==> src/pmp_mode_guard_map.vh <==
/*
 * Constants of the privilege mode guard: register offsets, field
 * positions, reset values, base register layout and instruction codes.
 * Assumes it is included by its bare name from the design file.
 */
`ifndef PMP_MODE_GUARD_MAP_VH
`define PMP_MODE_GUARD_MAP_VH

// Register byte offsets on the APB port
`define PMP_OFS_MODE       8'h00
`define PMP_OFS_BASE       8'h04
`define PMP_OFS_TIMER      8'h08
`define PMP_OFS_STATUS     8'h0C
`define PMP_OFS_MASK       8'h10

// Mode register fields
`define PMP_MODE_IND       0
`define PMP_MODE_EFF       1
`define PMP_MODE_CTRL      2

// Status and mask bit positions
`define PMP_ST_MEMFAULT    0
`define PMP_ST_PRIVFAULT   1
`define PMP_ST_RUNOUT      2
`define PMP_ST_SUPENTRY    3
`define PMP_ST_W           4

// Reset values
`define PMP_RST_IND        1'h1
`define PMP_RST_BASE       18'h00000
`define PMP_RST_TIMER      24'h000000
`define PMP_RST_MASK       4'h0

// Base register layout: relocation high bits and boundary field
`define PMP_BASE_HI        17
`define PMP_BASE_LO        9
`define PMP_BND_HI         8
`define PMP_BND_LO         0
// Bits wired to zero, giving 1024-word granules
`define PMP_BASE_ZMASK     18'h3FDFE

// Instruction codes on the issue port
`define PMP_OP_OTHER       4'h0
`define PMP_OP_CONNECT     4'h1
`define PMP_OP_SUPENTRY    4'h2
`define PMP_OP_LDTIMER     4'h3
`define PMP_OP_LDBASE      4'h4
`define PMP_OP_TOUSER      4'h5
`define PMP_OP_SETCELLS    4'h6
`define PMP_OP_RDMASKS     4'h7
`define PMP_OP_SETMASKS    4'h8

`endif

==> src/pmp_mode_guard.v <==
/*
 * Privilege mode guard of the processor: mode indicator, address
 * relocation and bounds check, privileged instruction gating, timer
 * and base register, APB register port and one level interrupt.
 * Assumes the issue, fault and execute interrupt inputs come from logic
 * on clk_sys; the control processor switch is an asynchronous pin.
 */
`timescale 1ns/100ps
`default_nettype none
`include "pmp_mode_guard_map.vh"

// How it works
// - channel connect only issued in privileged mode
// - supervisor entry sets privileged mode indicator
// - privileged addresses pass without base relocation
// - privileged accesses skip the bounds check
// - privileged accesses marked unprotected to memory
// - control permit needs privilege and control switch
// - timer and base loads need privileged mode
// - interrupt or fault force privileged mode; indicator gives it outside transfer-to-user
// - user addresses get base register added
// - user addresses confined to boundary field
// - user accesses marked protected to memory
// - user mode never issues control operations
// - control runs on clk_sys, memory independent
// - timer loads and decrements; base, indicator load
// - cell set, mask read, mask set privileged
// - transfer-to-user executes in user mode
// - boundary minus address high bits, nonpositive faults
module pmp_mode_guard (
   input  wire        clk_sys,       // Processor clock, 100 MHz
   input  wire        rst_n,         // Asynchronous reset, active low
   input  wire        psel,          // APB select
   input  wire        penable,       // APB access phase
   input  wire        pwrite,        // APB direction
   input  wire [7:0]  paddr,         // APB byte address
   input  wire [31:0] pwdata,        // APB write data
   output reg  [31:0] prdata_r,      // APB read data
   output reg         pready_r,      // APB ready
   output reg         pslverr_r,     // APB error on unmapped address
   input  wire        instrValid,    // One-cycle instruction issue
   input  wire [3:0]  instrOp,       // Instruction code
   input  wire [23:0] instrData,     // Operand for loads
   input  wire        accReq,        // One-cycle memory access request
   input  wire [17:0] accAddr,       // Program relative address
   input  wire        faultActive,   // Fault recognized, level
   input  wire        execIntActive, // Execute interrupt recognized
   input  wire        ctrlProcPin,   // Memory switch: control processor
   output reg         memReq_r,      // Access presented to memory
   output reg  [17:0] memAddr_r,     // Absolute address to memory
   output reg         memProtect_r,  // Access is protected
   output reg         memFault_r,    // Bounds fault pulse
   output reg         privFault_r,   // Suppressed instruction or indicator write pulse
   output reg         ioConnect_r,   // Channel connect pulse
   output reg         cellSet_r,     // Interrupt cell set pulse
   output reg         maskRead_r,    // Mask read pulse
   output reg         maskSet_r,     // Mask set pulse
   output reg         ctrlPermit_r,  // May issue control operations
   output reg         privMode_r,    // Effective privileged mode
   output reg         runout_r,      // Timer runout pulse
   output reg         irq_r          // Level interrupt
);

   // Synchroniser for the switch pin; first stage feeds only second
   reg        ctrlMeta_r;            // First stage
   reg        ctrlSync_r;            // Second stage, safe to use
   // Architectural state
   reg        modeInd_r;             // Mode indicator, 1 = privileged
   reg [17:0] base_r;                // Base and boundary register
   reg [23:0] timer_r;               // Interval timer
   reg [3:0]  status_r;              // Sticky event bits
   reg [3:0]  mask_r;                // Interrupt enables
   reg        modeInd_nxt;
   reg [17:0] base_nxt;
   reg [23:0] timer_nxt;
   reg [3:0]  status_nxt;
   reg [3:0]  mask_nxt;
   reg [3:0]  events;                // Events seen this cycle

   // Decoded bus phases
   wire       apbDone = psel & penable & pready_r;
   wire       apbWr   = apbDone & pwrite;
   wire       apbRd   = apbDone & ~pwrite;

   // Address decode, used only for the error response
   function mapped;
      input [7:0] a;
      begin
         mapped = (a == `PMP_OFS_MODE) || (a == `PMP_OFS_BASE) ||
                  (a == `PMP_OFS_TIMER) || (a == `PMP_OFS_STATUS) ||
                  (a == `PMP_OFS_MASK);
      end
   endfunction

   // Privileged-only instruction codes
   function privOnly;
      input [3:0] op;
      begin
         privOnly = (op == `PMP_OP_CONNECT) || (op == `PMP_OP_LDTIMER) ||
                    (op == `PMP_OP_LDBASE) || (op == `PMP_OP_SETCELLS) ||
                    (op == `PMP_OP_RDMASKS) || (op == `PMP_OP_SETMASKS);
      end
   endfunction

   // Effective mode: interrupt and fault override a transfer to user
   wire toUser   = instrValid & (instrOp == `PMP_OP_TOUSER);
   wire effPriv  = (modeInd_r & ~toUser)
                 | execIntActive | faultActive;
   wire ctrlOk   = effPriv & ctrlSync_r;
   wire isPriv   = instrValid & privOnly(instrOp);
   // Mask change also needs the control processor designation
   wire isMaskOp = instrValid & (instrOp == `PMP_OP_SETMASKS);
   wire allowed  = isPriv & effPriv & (~isMaskOp | ctrlSync_r);
   wire refused  = isPriv & ~allowed;
   // Indicator write from the bus is itself privileged state
   wire modeWr   = apbWr & (paddr == `PMP_OFS_MODE);
   wire modeBad  = modeWr & ~effPriv;

   // Bounds check: 10-bit difference, zero or negative is out of range
   wire [9:0] bndDiff = {1'b0, base_r[`PMP_BND_HI:`PMP_BND_LO]} -
                        {1'b0, accAddr[17:9]};
   wire       outOfRange = bndDiff[9] | (bndDiff == 10'h000);
   wire [17:0] relocAddr = accAddr +
                           {base_r[`PMP_BASE_HI:`PMP_BASE_LO], 9'h000};

   // Next values of the architectural registers
   always @* begin
      modeInd_nxt = modeInd_r;
      base_nxt    = base_r;
      timer_nxt   = timer_r;
      mask_nxt    = mask_r;
      events      = 4'h0;
      // Timer counts down on every clock while nonzero, then holds at zero
      if (timer_r != 24'h000000) begin
         timer_nxt = timer_r - 24'h000001;
         if (timer_r == 24'h000001) begin
            events[`PMP_ST_RUNOUT] = 1'b1;
         end
      end
      // Instruction effects; a refused one only sets the privilege fault status bit
      if (allowed && instrOp == `PMP_OP_LDTIMER) begin
         timer_nxt = instrData;
      end
      if (allowed && instrOp == `PMP_OP_LDBASE) begin
         // Wired-zero bits cannot be loaded
         base_nxt = instrData[17:0] & `PMP_BASE_ZMASK;
      end
      if (instrValid && instrOp == `PMP_OP_SUPENTRY) begin
         modeInd_nxt = 1'b1;
         events[`PMP_ST_SUPENTRY] = 1'b1;
      end else if (toUser) begin
         modeInd_nxt = 1'b0;
      end
      // Bus write of the indicator, only from privileged mode
      if (modeWr && effPriv) begin
         modeInd_nxt = pwdata[`PMP_MODE_IND];
      end
      if (apbWr && paddr == `PMP_OFS_MASK) begin
         mask_nxt = pwdata[`PMP_ST_W-1:0];
      end
      if (refused || modeBad) begin
         events[`PMP_ST_PRIVFAULT] = 1'b1;
      end
      if (accReq && !effPriv && outOfRange) begin
         events[`PMP_ST_MEMFAULT] = 1'b1;
      end
      // Read clears, but an event in the same cycle survives
      status_nxt = status_r;
      if (apbRd && paddr == `PMP_OFS_STATUS) begin
         status_nxt = 4'h0;
      end
      status_nxt = status_nxt | events;
   end

   // Switch pin synchroniser
   always @(posedge clk_sys or negedge rst_n) begin
      if (!rst_n) begin
         ctrlMeta_r <= 1'b0;
         ctrlSync_r <= 1'b0;
      end else begin
         ctrlMeta_r <= ctrlProcPin;
         ctrlSync_r <= ctrlMeta_r;
      end
   end

   // Architectural registers; no dependence on memory timing
   always @(posedge clk_sys or negedge rst_n) begin
      if (!rst_n) begin
         modeInd_r <= `PMP_RST_IND;
         base_r    <= `PMP_RST_BASE;
         timer_r   <= `PMP_RST_TIMER;
         status_r  <= 4'h0;
         mask_r    <= `PMP_RST_MASK;
         irq_r     <= 1'b0;
         runout_r  <= 1'b0;
      end else begin
         modeInd_r <= modeInd_nxt;
         base_r    <= base_nxt;
         timer_r   <= timer_nxt;
         status_r  <= status_nxt;
         mask_r    <= mask_nxt;
         irq_r     <= |(status_nxt & mask_nxt);
         runout_r  <= events[`PMP_ST_RUNOUT];
      end
   end

   // Memory access path, registered so outputs come from flops
   always @(posedge clk_sys or negedge rst_n) begin
      if (!rst_n) begin
         memReq_r     <= 1'b0;
         memAddr_r    <= 18'h00000;
         memProtect_r <= 1'b0;
         memFault_r   <= 1'b0;
      end else begin
         memReq_r   <= 1'b0;
         memFault_r <= 1'b0;
         if (accReq) begin
            if (effPriv) begin
               memReq_r     <= 1'b1;
               memAddr_r    <= accAddr;
               memProtect_r <= 1'b0;
            end else if (outOfRange) begin
               // Out of range access never reaches memory
               memFault_r <= 1'b1;
            end else begin
               memReq_r     <= 1'b1;
               memAddr_r    <= relocAddr;
               memProtect_r <= 1'b1;
            end
         end
      end
   end

   // Privileged operation strobes and mode outputs
   always @(posedge clk_sys or negedge rst_n) begin
      if (!rst_n) begin
         privFault_r  <= 1'b0;
         ioConnect_r  <= 1'b0;
         cellSet_r    <= 1'b0;
         maskRead_r   <= 1'b0;
         maskSet_r    <= 1'b0;
         ctrlPermit_r <= 1'b0;
         privMode_r   <= 1'b0;
      end else begin
         privFault_r  <= refused | modeBad;
         ioConnect_r  <= allowed & (instrOp == `PMP_OP_CONNECT);
         cellSet_r    <= allowed & (instrOp == `PMP_OP_SETCELLS);
         maskRead_r   <= allowed & (instrOp == `PMP_OP_RDMASKS);
         maskSet_r    <= allowed & isMaskOp;
         ctrlPermit_r <= ctrlOk;
         privMode_r   <= effPriv;
      end
   end

   // APB slave: one wait state, so ready comes from a flop
   always @(posedge clk_sys or negedge rst_n) begin
      if (!rst_n) begin
         pready_r  <= 1'b0;
         pslverr_r <= 1'b0;
         prdata_r  <= 32'h00000000;
      end else begin
         pready_r  <= psel & penable & ~pready_r;
         pslverr_r <= psel & penable & ~pready_r & ~mapped(paddr);
         prdata_r  <= 32'h00000000;
         if (psel && penable && !pready_r && !pwrite) begin
            case (paddr)
               `PMP_OFS_MODE: begin
                  prdata_r <= {29'h0, ctrlSync_r, effPriv,
                               modeInd_r};
               end
               `PMP_OFS_BASE: begin
                  prdata_r <= {14'h0, base_r};
               end
               `PMP_OFS_TIMER: begin
                  prdata_r <= {8'h00, timer_r};
               end
               `PMP_OFS_STATUS: begin
                  prdata_r <= {28'h0000000, status_r};
               end
               `PMP_OFS_MASK: begin
                  prdata_r <= {28'h0000000, mask_r};
               end
               default: begin
                  prdata_r <= 32'h00000000;
               end
            endcase
         end
      end
   end

endmodule
`default_nettype wire

==> config.mk <==
export PLATFORM = sky130hd
export DESIGN_NAME = pmp_mode_guard
export DESIGN_NICKNAME = d
export VERILOG_FILES = /design/src/pmp_mode_guard.v
export VERILOG_INCLUDE_DIRS = /design/src
export SDC_FILE = /design/constraint.sdc
export NUM_CORES = 1
export LEC_CHECK = 0
export ABC_CLOCK_PERIOD_IN_PS = 4600
export BUFFER_PORTS_ARGS = -buffer_cell sky130_fd_sc_hd__buf_2
export CORE_MARGIN = 10
export CORE_UTILIZATION = 40
export DETAILED_ROUTE_END_ITERATION = 6
export PLACE_DENSITY = 0.69
export SLEW_MARGIN = 20
export SYNTH_ARGS = -nofsm -noshare
export SYNTH_HDL_FRONTEND = slang
export SYNTH_SLANG_ARGS = --single-unit
==> constraint.sdc <==
create_clock -name clk_sys -period 4.6 [get_ports clk_sys]
set_input_delay 0.23 -clock clk_sys [delete_from_list [all_inputs] [get_ports clk_sys]]
set_output_delay 0.23 -clock clk_sys [all_outputs]
set_load 0.01 [all_outputs]
### After elaboration in Yosys (flattened, before gate mapping)

Index checks and enable logic that the tools add are counted.

* $add $sub $neg: 3
* equality and inequality tests: 14
* mux-type cells: 24
* bitwise gates (word level): 34
* reductions and logical operators: 31

Operator list (number)
* case mux 24 bit (5 select lines): 1
* 2-to-1 mux 24 bit: 2
* 2-to-1 mux 18 bit: 2
* 2-to-1 mux 32 bit: 1
* equality test 24 x 1 -> 1 bit, second input constant: 1
* nonzero test 24 bit: 1
* subtractor 24 x 1 -> 24 bit, second input constant: 1
* bitwise AND 1 bit: 20
* adder 18 bit: 1
* equality test 4 x 3 -> 1 bit, second input constant: 4
* equality test 8 x 4 -> 1 bit, second input constant: 2
* 2-to-1 mux 1 bit: 16
* logical AND 1 bit: 11
* zero test 10 bit: 1
* logical OR 1 bit: 10
* subtractor 9 x 9 -> 10 bit: 1
* equality test 4 x 2 -> 1 bit, second input constant: 2
* equality test 8 x 3 -> 1 bit, second input constant: 1
* equality test 8 x 5 -> 1 bit, second input constant: 1
* zero test 8 bit: 1
* 2-to-1 mux 4 bit: 2
* NOT 1 bit: 7
* OR 1 bit: 5
* bitwise AND 4 bit: 1
* 9 further kinds: 11

* register bits: 115
* bits of input ports: 96

### Depth between registers and ports, before layout

* depth in word-level cells: 16
* depth in mapped cells: 11
* depth with buffers taken out: 10

### Least setup slack after synthesis

OpenSTA, ideal clock, no wires.

* path kind: reg2reg
* start point: register base_r[6]
* end point: register memAddr_r[3]
* library setup time: 0.125 ns
* arrival time: 2.391 ns
* path slack: 2.084 ns
* stages on the path, launching flop included: 10
* buffers on the path: 1
* period minus slack after synthesis: 2.516 ns
* cell sequence: dfrtp_1 ha_1 a2111oi_2 nand3_1 a311oi_2 a31oi_1 o21ai_4 inv_2 buf_6 mux2_2

* cells in the longest elaborated chain, start to end: 5

RTL lines
* from (decl): RTL line pmp_mode_guard.v:69 `reg [17:0] base_r;`
* from (signal assigned): RTL line pmp_mode_guard.v:190 `` base_r <= `PMP_RST_BASE; ``
* from (signal assigned): RTL line pmp_mode_guard.v:198 `base_r <= base_nxt;`
* subtractor 9 x 9 -> 10 bit (*): RTL line pmp_mode_guard.v:120 `` wire [9:0] bndDiff = {1'b0, base_r[`PMP_BND_HI:`PMP_BND_LO]} - ``
* zero test 10 bit: RTL line pmp_mode_guard.v:122 `wire outOfRange = bndDiff[9] | (bndDiff == 10'h000);`
* OR 1 bit (*): RTL line pmp_mode_guard.v:122
* inequality test 2 bit (no line) (*)
* AND reduction 2 bit (no line) (*)
* to (signal assigned): RTL line pmp_mode_guard.v:220 `memAddr_r <= accAddr;`
* to (signal assigned): RTL line pmp_mode_guard.v:227 `memAddr_r <= relocAddr;`
* to (decl): RTL line pmp_mode_guard.v:50 `output reg [17:0] memAddr_r,`

Mark *: on every way between the ends. The rest lies on a longest branch, timed or not.
A chain may end at the register's enable or synchronous reset.

### Worst setup path in the final report

* start point: register base_r[5]
* end point: register memAddr_r[17]

The elaborated chain is that of the path after synthesis.

==> metrics.cfg <==
[outcome]
status = completed

[sta]
grt_setup_unrepaired = no
slew-limit-headroom_pct = 37.63
worst_clock_skew_ps = 6.233
hold_slack_ps = 81.79
worstMarginPinSlew_ps = 935.5
setup_tns_ps = 0
final.period_utilization_pct = 61.70
number_of_endpoints_with_negative_hold_slack_in_the_final_report = 0
report.final.setup_viol = 0
drv_slew = 0
fmaxAchievable_mhz = 352.3
final_period_minus_worst_setup_slack_ps = 2838

[yosys]
synth-async-reset-ratio_pct = 100.0
yosysMostFrequentCell = sky130_fd_sc_hd__dfrtp_1
ys.warnings.count = 0
synth_fa_ha_area_share_pct = 4.360
synth_area_per_cell_um2 = 10.72
number_of_instances_in_the_synthesized_netlist = 498
synth-compound-area-share_pct = 13.50
postSynthRegisterBits = 107
synth.lib_cells_used.distinct = 69
mapped_area_um2 = 5338
synth_top_family_by_area = simple AND/OR/NAND/NOR gates
yosys.area_share.xor_xnor_pct = 4.430
synth.top_cells.by_count = 106 x sky130_fd_sc_hd__dfrtp_1, 49 x sky130_fd_sc_hd__nor2_1, 40 x sky130_fd_sc_hd__nand2_1
synth_ff_type = sky130_fd_sc_hd__dfrtp_1
synth_edf_count = 0
synth_area_leader_cell = sky130_fd_sc_hd__dfrtp_1
area_fraction_of_the_dominant_cell_type_after_synthesis_pct = 49.70
ys_seq_area_share_pct = 50.19
synthSimpleGateAreaFrac_pct = 15.73
post_synth_mux_area_share_pct = 7.923
yosys-top-cells-area = sky130_fd_sc_hd__dfrtp_1 50%, sky130_fd_sc_hd__mux2_2 7.2%, sky130_fd_sc_hd__ha_1 4.0%

[detailed_routing]
drtPass1Iterations = 4
num_vias = 4197
detail_route.vias_per_cell = 5.214
antenna_violating_nets_post_route = 0
drc = 0
detail_route.iter0.violations = 270
routed_wire_length_per_instance_um = 18.11
postRouteWirelength_um = 14580

[power_and_ir_drop]
irDropWorstVdd_mv = 0.1761
p_leak_nw = 3.047
total_power_mw = 2.676
pwr_density_cell_nw_per_um2 = 415.0

[clocking]
cts_root_buf = sky130_fd_sc_hd__clkbuf_16
tritoncts_clock_tree = yes
cts_max_path_buffers = 2
ctsResizeCount = 0
total_clock_buffers_created_by_cts = 9
total_number_of_h_tree_levels = 3
cts_num_sinks = 107
worstSkewPairLatency_ps = 360
worst_setup_hold_path_clk_slew_ps = 70

[global_route]
grt_max_degree = 66
grt_pass1_wl_um = 22950
grt_overflow_total = 0
gr-usage-all-layers_pct = 15.87
via_count_of_the_first_global_routing_pass = 4430
grt_antenna_before_repair = 2

[finish]
syn_to_final_growth_pct = 20.79
num-nets-final = 737
final_layout_size_suffix_gt1_share_pct = 31.85

[worst_setup_path]
endpoint_kind = flop
worst-setup-path-type = reg2reg
critical_path.max_fanout = 13
worst-r2r-cell-count = 9
worst_setup_path_start_kind = flop
critPathArrivalTime_ps = 3080
worst_ep_required_time_ps = 4840

[die]
floorplan.io_pins = 160
die_area_um2 = 18360
dieWidth_um = 135.5
floorplan.initialDensity_pct = 40.63
rows = 42
die_h_um = 135.5
core_region_area_um2 = 13140

[placed_design]
gp_routability_congestion = 0.8081
buffer_ports.inserted = 123
hpwlAfterDp_um = 11180

[worst_hold_path]
min_path_type = in2reg
whs_path_depth = 3

[run]
drv.max_cap_violation_count = 0

## logic make-up after synthesis
| family | Yosys count |
|---|---|
| xor gates and xnor gates | 27 |
| adders and majority gates | 18 |
| DFF | 107 |
| AOI/OAI and AO/OA | 102 |
| and+or+nand+nor | 162 |
| muxes | 38 |
| buffers and inverters | 43 |
| other | 1 |
## final timing paths
path                                             from                   endpoint  slack, ps
worst min register to register   ctrlMeta_r$_DFF_PN0_       ctrlSync_r$_DFF_PN0_        360
max in group asynchronous                       rst_n  memAddr_r[14]$_DFFE_PN0P_       3030
worst min-delay path                    instrData[19]    timer_r[19]$_DFFE_PN0P_         80
worst max-delay path            base_r[5]$_DFFE_PN0P_  memAddr_r[17]$_DFFE_PN0P_       1760
worst max register to register  base_r[5]$_DFFE_PN0P_  memAddr_r[17]$_DFFE_PN0P_       1760
min in group asynchronous                       rst_n     prdata_r[22]$_DFF_PN0_        510
## through the flow
| stage | area, um2 | setup WS (ps) | cells | util (%) |
|---|---|---|---|---|
| final | 6447 | 1762 | 805 | 49.08 |
| after detailed placement | 6118 | 1753 | 786 | 46.57 |
| after floorplan | 5364 | 2084 | 505 | - |
| after CTS | 6445 | 1756 | 804 | 49.06 |
| after global placement | 6118 | 1810 | 786 | 46.57 |
| after global routing | 6445 | 1560 | 804 | 49.06 |
## final cells by class
cell class / instances / area (um2)
Clock inverter: 3 / 46.29
Fill cell: 1236 / 6690
Antenna cell: 1 / 2.502
Multi-Input combinational cell: 355 / 2489
Inverter: 20 / 75.07
Tap cell: 176 / 220.2
Timing Repair Buffer: 130 / 675.6
Clock buffer: 13 / 260.3
Sequential cell: 107 / 2679
## placed cells by master, fill, tap and decap left out, types with 3 or more instances in the layout
master / count
sky130_fd_sc_hd__a211oi_1: 3
sky130_fd_sc_hd__a21o_1: 11
sky130_fd_sc_hd__a21oi_1: 15
sky130_fd_sc_hd__a221o_1: 3
sky130_fd_sc_hd__a22oi_1: 14
sky130_fd_sc_hd__a31oi_1: 3
sky130_fd_sc_hd__and3_1: 11
sky130_fd_sc_hd__buf_2: 122
sky130_fd_sc_hd__buf_4: 6
sky130_fd_sc_hd__clkbuf_16: 9
sky130_fd_sc_hd__conb_1: 8
sky130_fd_sc_hd__dfrtp_1: 106
sky130_fd_sc_hd__ha_1: 17
sky130_fd_sc_hd__inv_1: 18
sky130_fd_sc_hd__mux2_2: 34
sky130_fd_sc_hd__mux2i_1: 4
sky130_fd_sc_hd__nand2_1: 40
sky130_fd_sc_hd__nand2b_1: 5
sky130_fd_sc_hd__nand3_1: 3
sky130_fd_sc_hd__nand3b_1: 4
sky130_fd_sc_hd__nor2_1: 49
sky130_fd_sc_hd__nor2b_1: 3
sky130_fd_sc_hd__nor3_1: 14
sky130_fd_sc_hd__nor4_1: 6
sky130_fd_sc_hd__o21ai_0: 24
sky130_fd_sc_hd__o21ai_1: 3
sky130_fd_sc_hd__o31ai_1: 5
sky130_fd_sc_hd__or3_1: 5
sky130_fd_sc_hd__or3_4: 3
sky130_fd_sc_hd__xnor2_1: 19
sky130_fd_sc_hd__xor2_1: 8
## where the power goes
part / internal, mW / switching (mW) / total [mW] / leakage, nW
Clock: 0.454 / 0.344 / 0.797 / 0.146
Combinational: 0.303 / 0.327 / 0.630 / 1.56
Sequential: 1.09 / 0.156 / 1.25 / 1.34
## flip-flops by register name, indices dropped and copies added (netlist names)
signal / cells
memAddr_r: 18
ioConnect_r: 1
maskRead_r: 1
maskSet_r: 1
base_r: 16
privMode_r: 1
memFault_r: 1
mask_r: 4
memProtect_r: 1
ctrlPermit_r: 1
ctrlMeta_r: 1
pslverr_r: 1
prdata_r: 24
timer_r: 24
runout_r: 1
modeInd_r: 1
cellSet_r: 1
pready_r: 1
irq_r: 1
ctrlSync_r: 1
memReq_r: 1
privFault_r: 1
status_r: 4
## metal layers
| metal | share of wire (%) | global-route usage, % |
|---|---|---|
| met2 | 47 | 25.50 |
| met1 | 44 | 19.50 |
| met3 | 7.8 | 5.712 |
| met5 | 0.089 | 0 |
| met4 | 1.6 | 4.964 |
## worst max-delay path, cell delays in order (launching register included)
cell and delay, ps:
sky130_fd_sc_hd__dfrtp_1 410, sky130_fd_sc_hd__ha_1 330, sky130_fd_sc_hd__a21o_1 190, sky130_fd_sc_hd__a21o_1 180, sky130_fd_sc_hd__a22oi_1 240, sky130_fd_sc_hd__a311oi_2 140, sky130_fd_sc_hd__a31oi_1 450, sky130_fd_sc_hd__o21ai_4 150
sky130_fd_sc_hd__inv_2 250, sky130_fd_sc_hd__mux2_2 380
## what timing repair did
| action | CTS | global route |
|---|---|---|
| hold buffers | 2 | 0 |
| buffers inserted | 0 | 0 |
| setup endpoints to repair | 0 | 0 |
| endpoints found under the hold margin | 11 | 0 |
No activity file was read; power rests on OpenSTA's default activity.
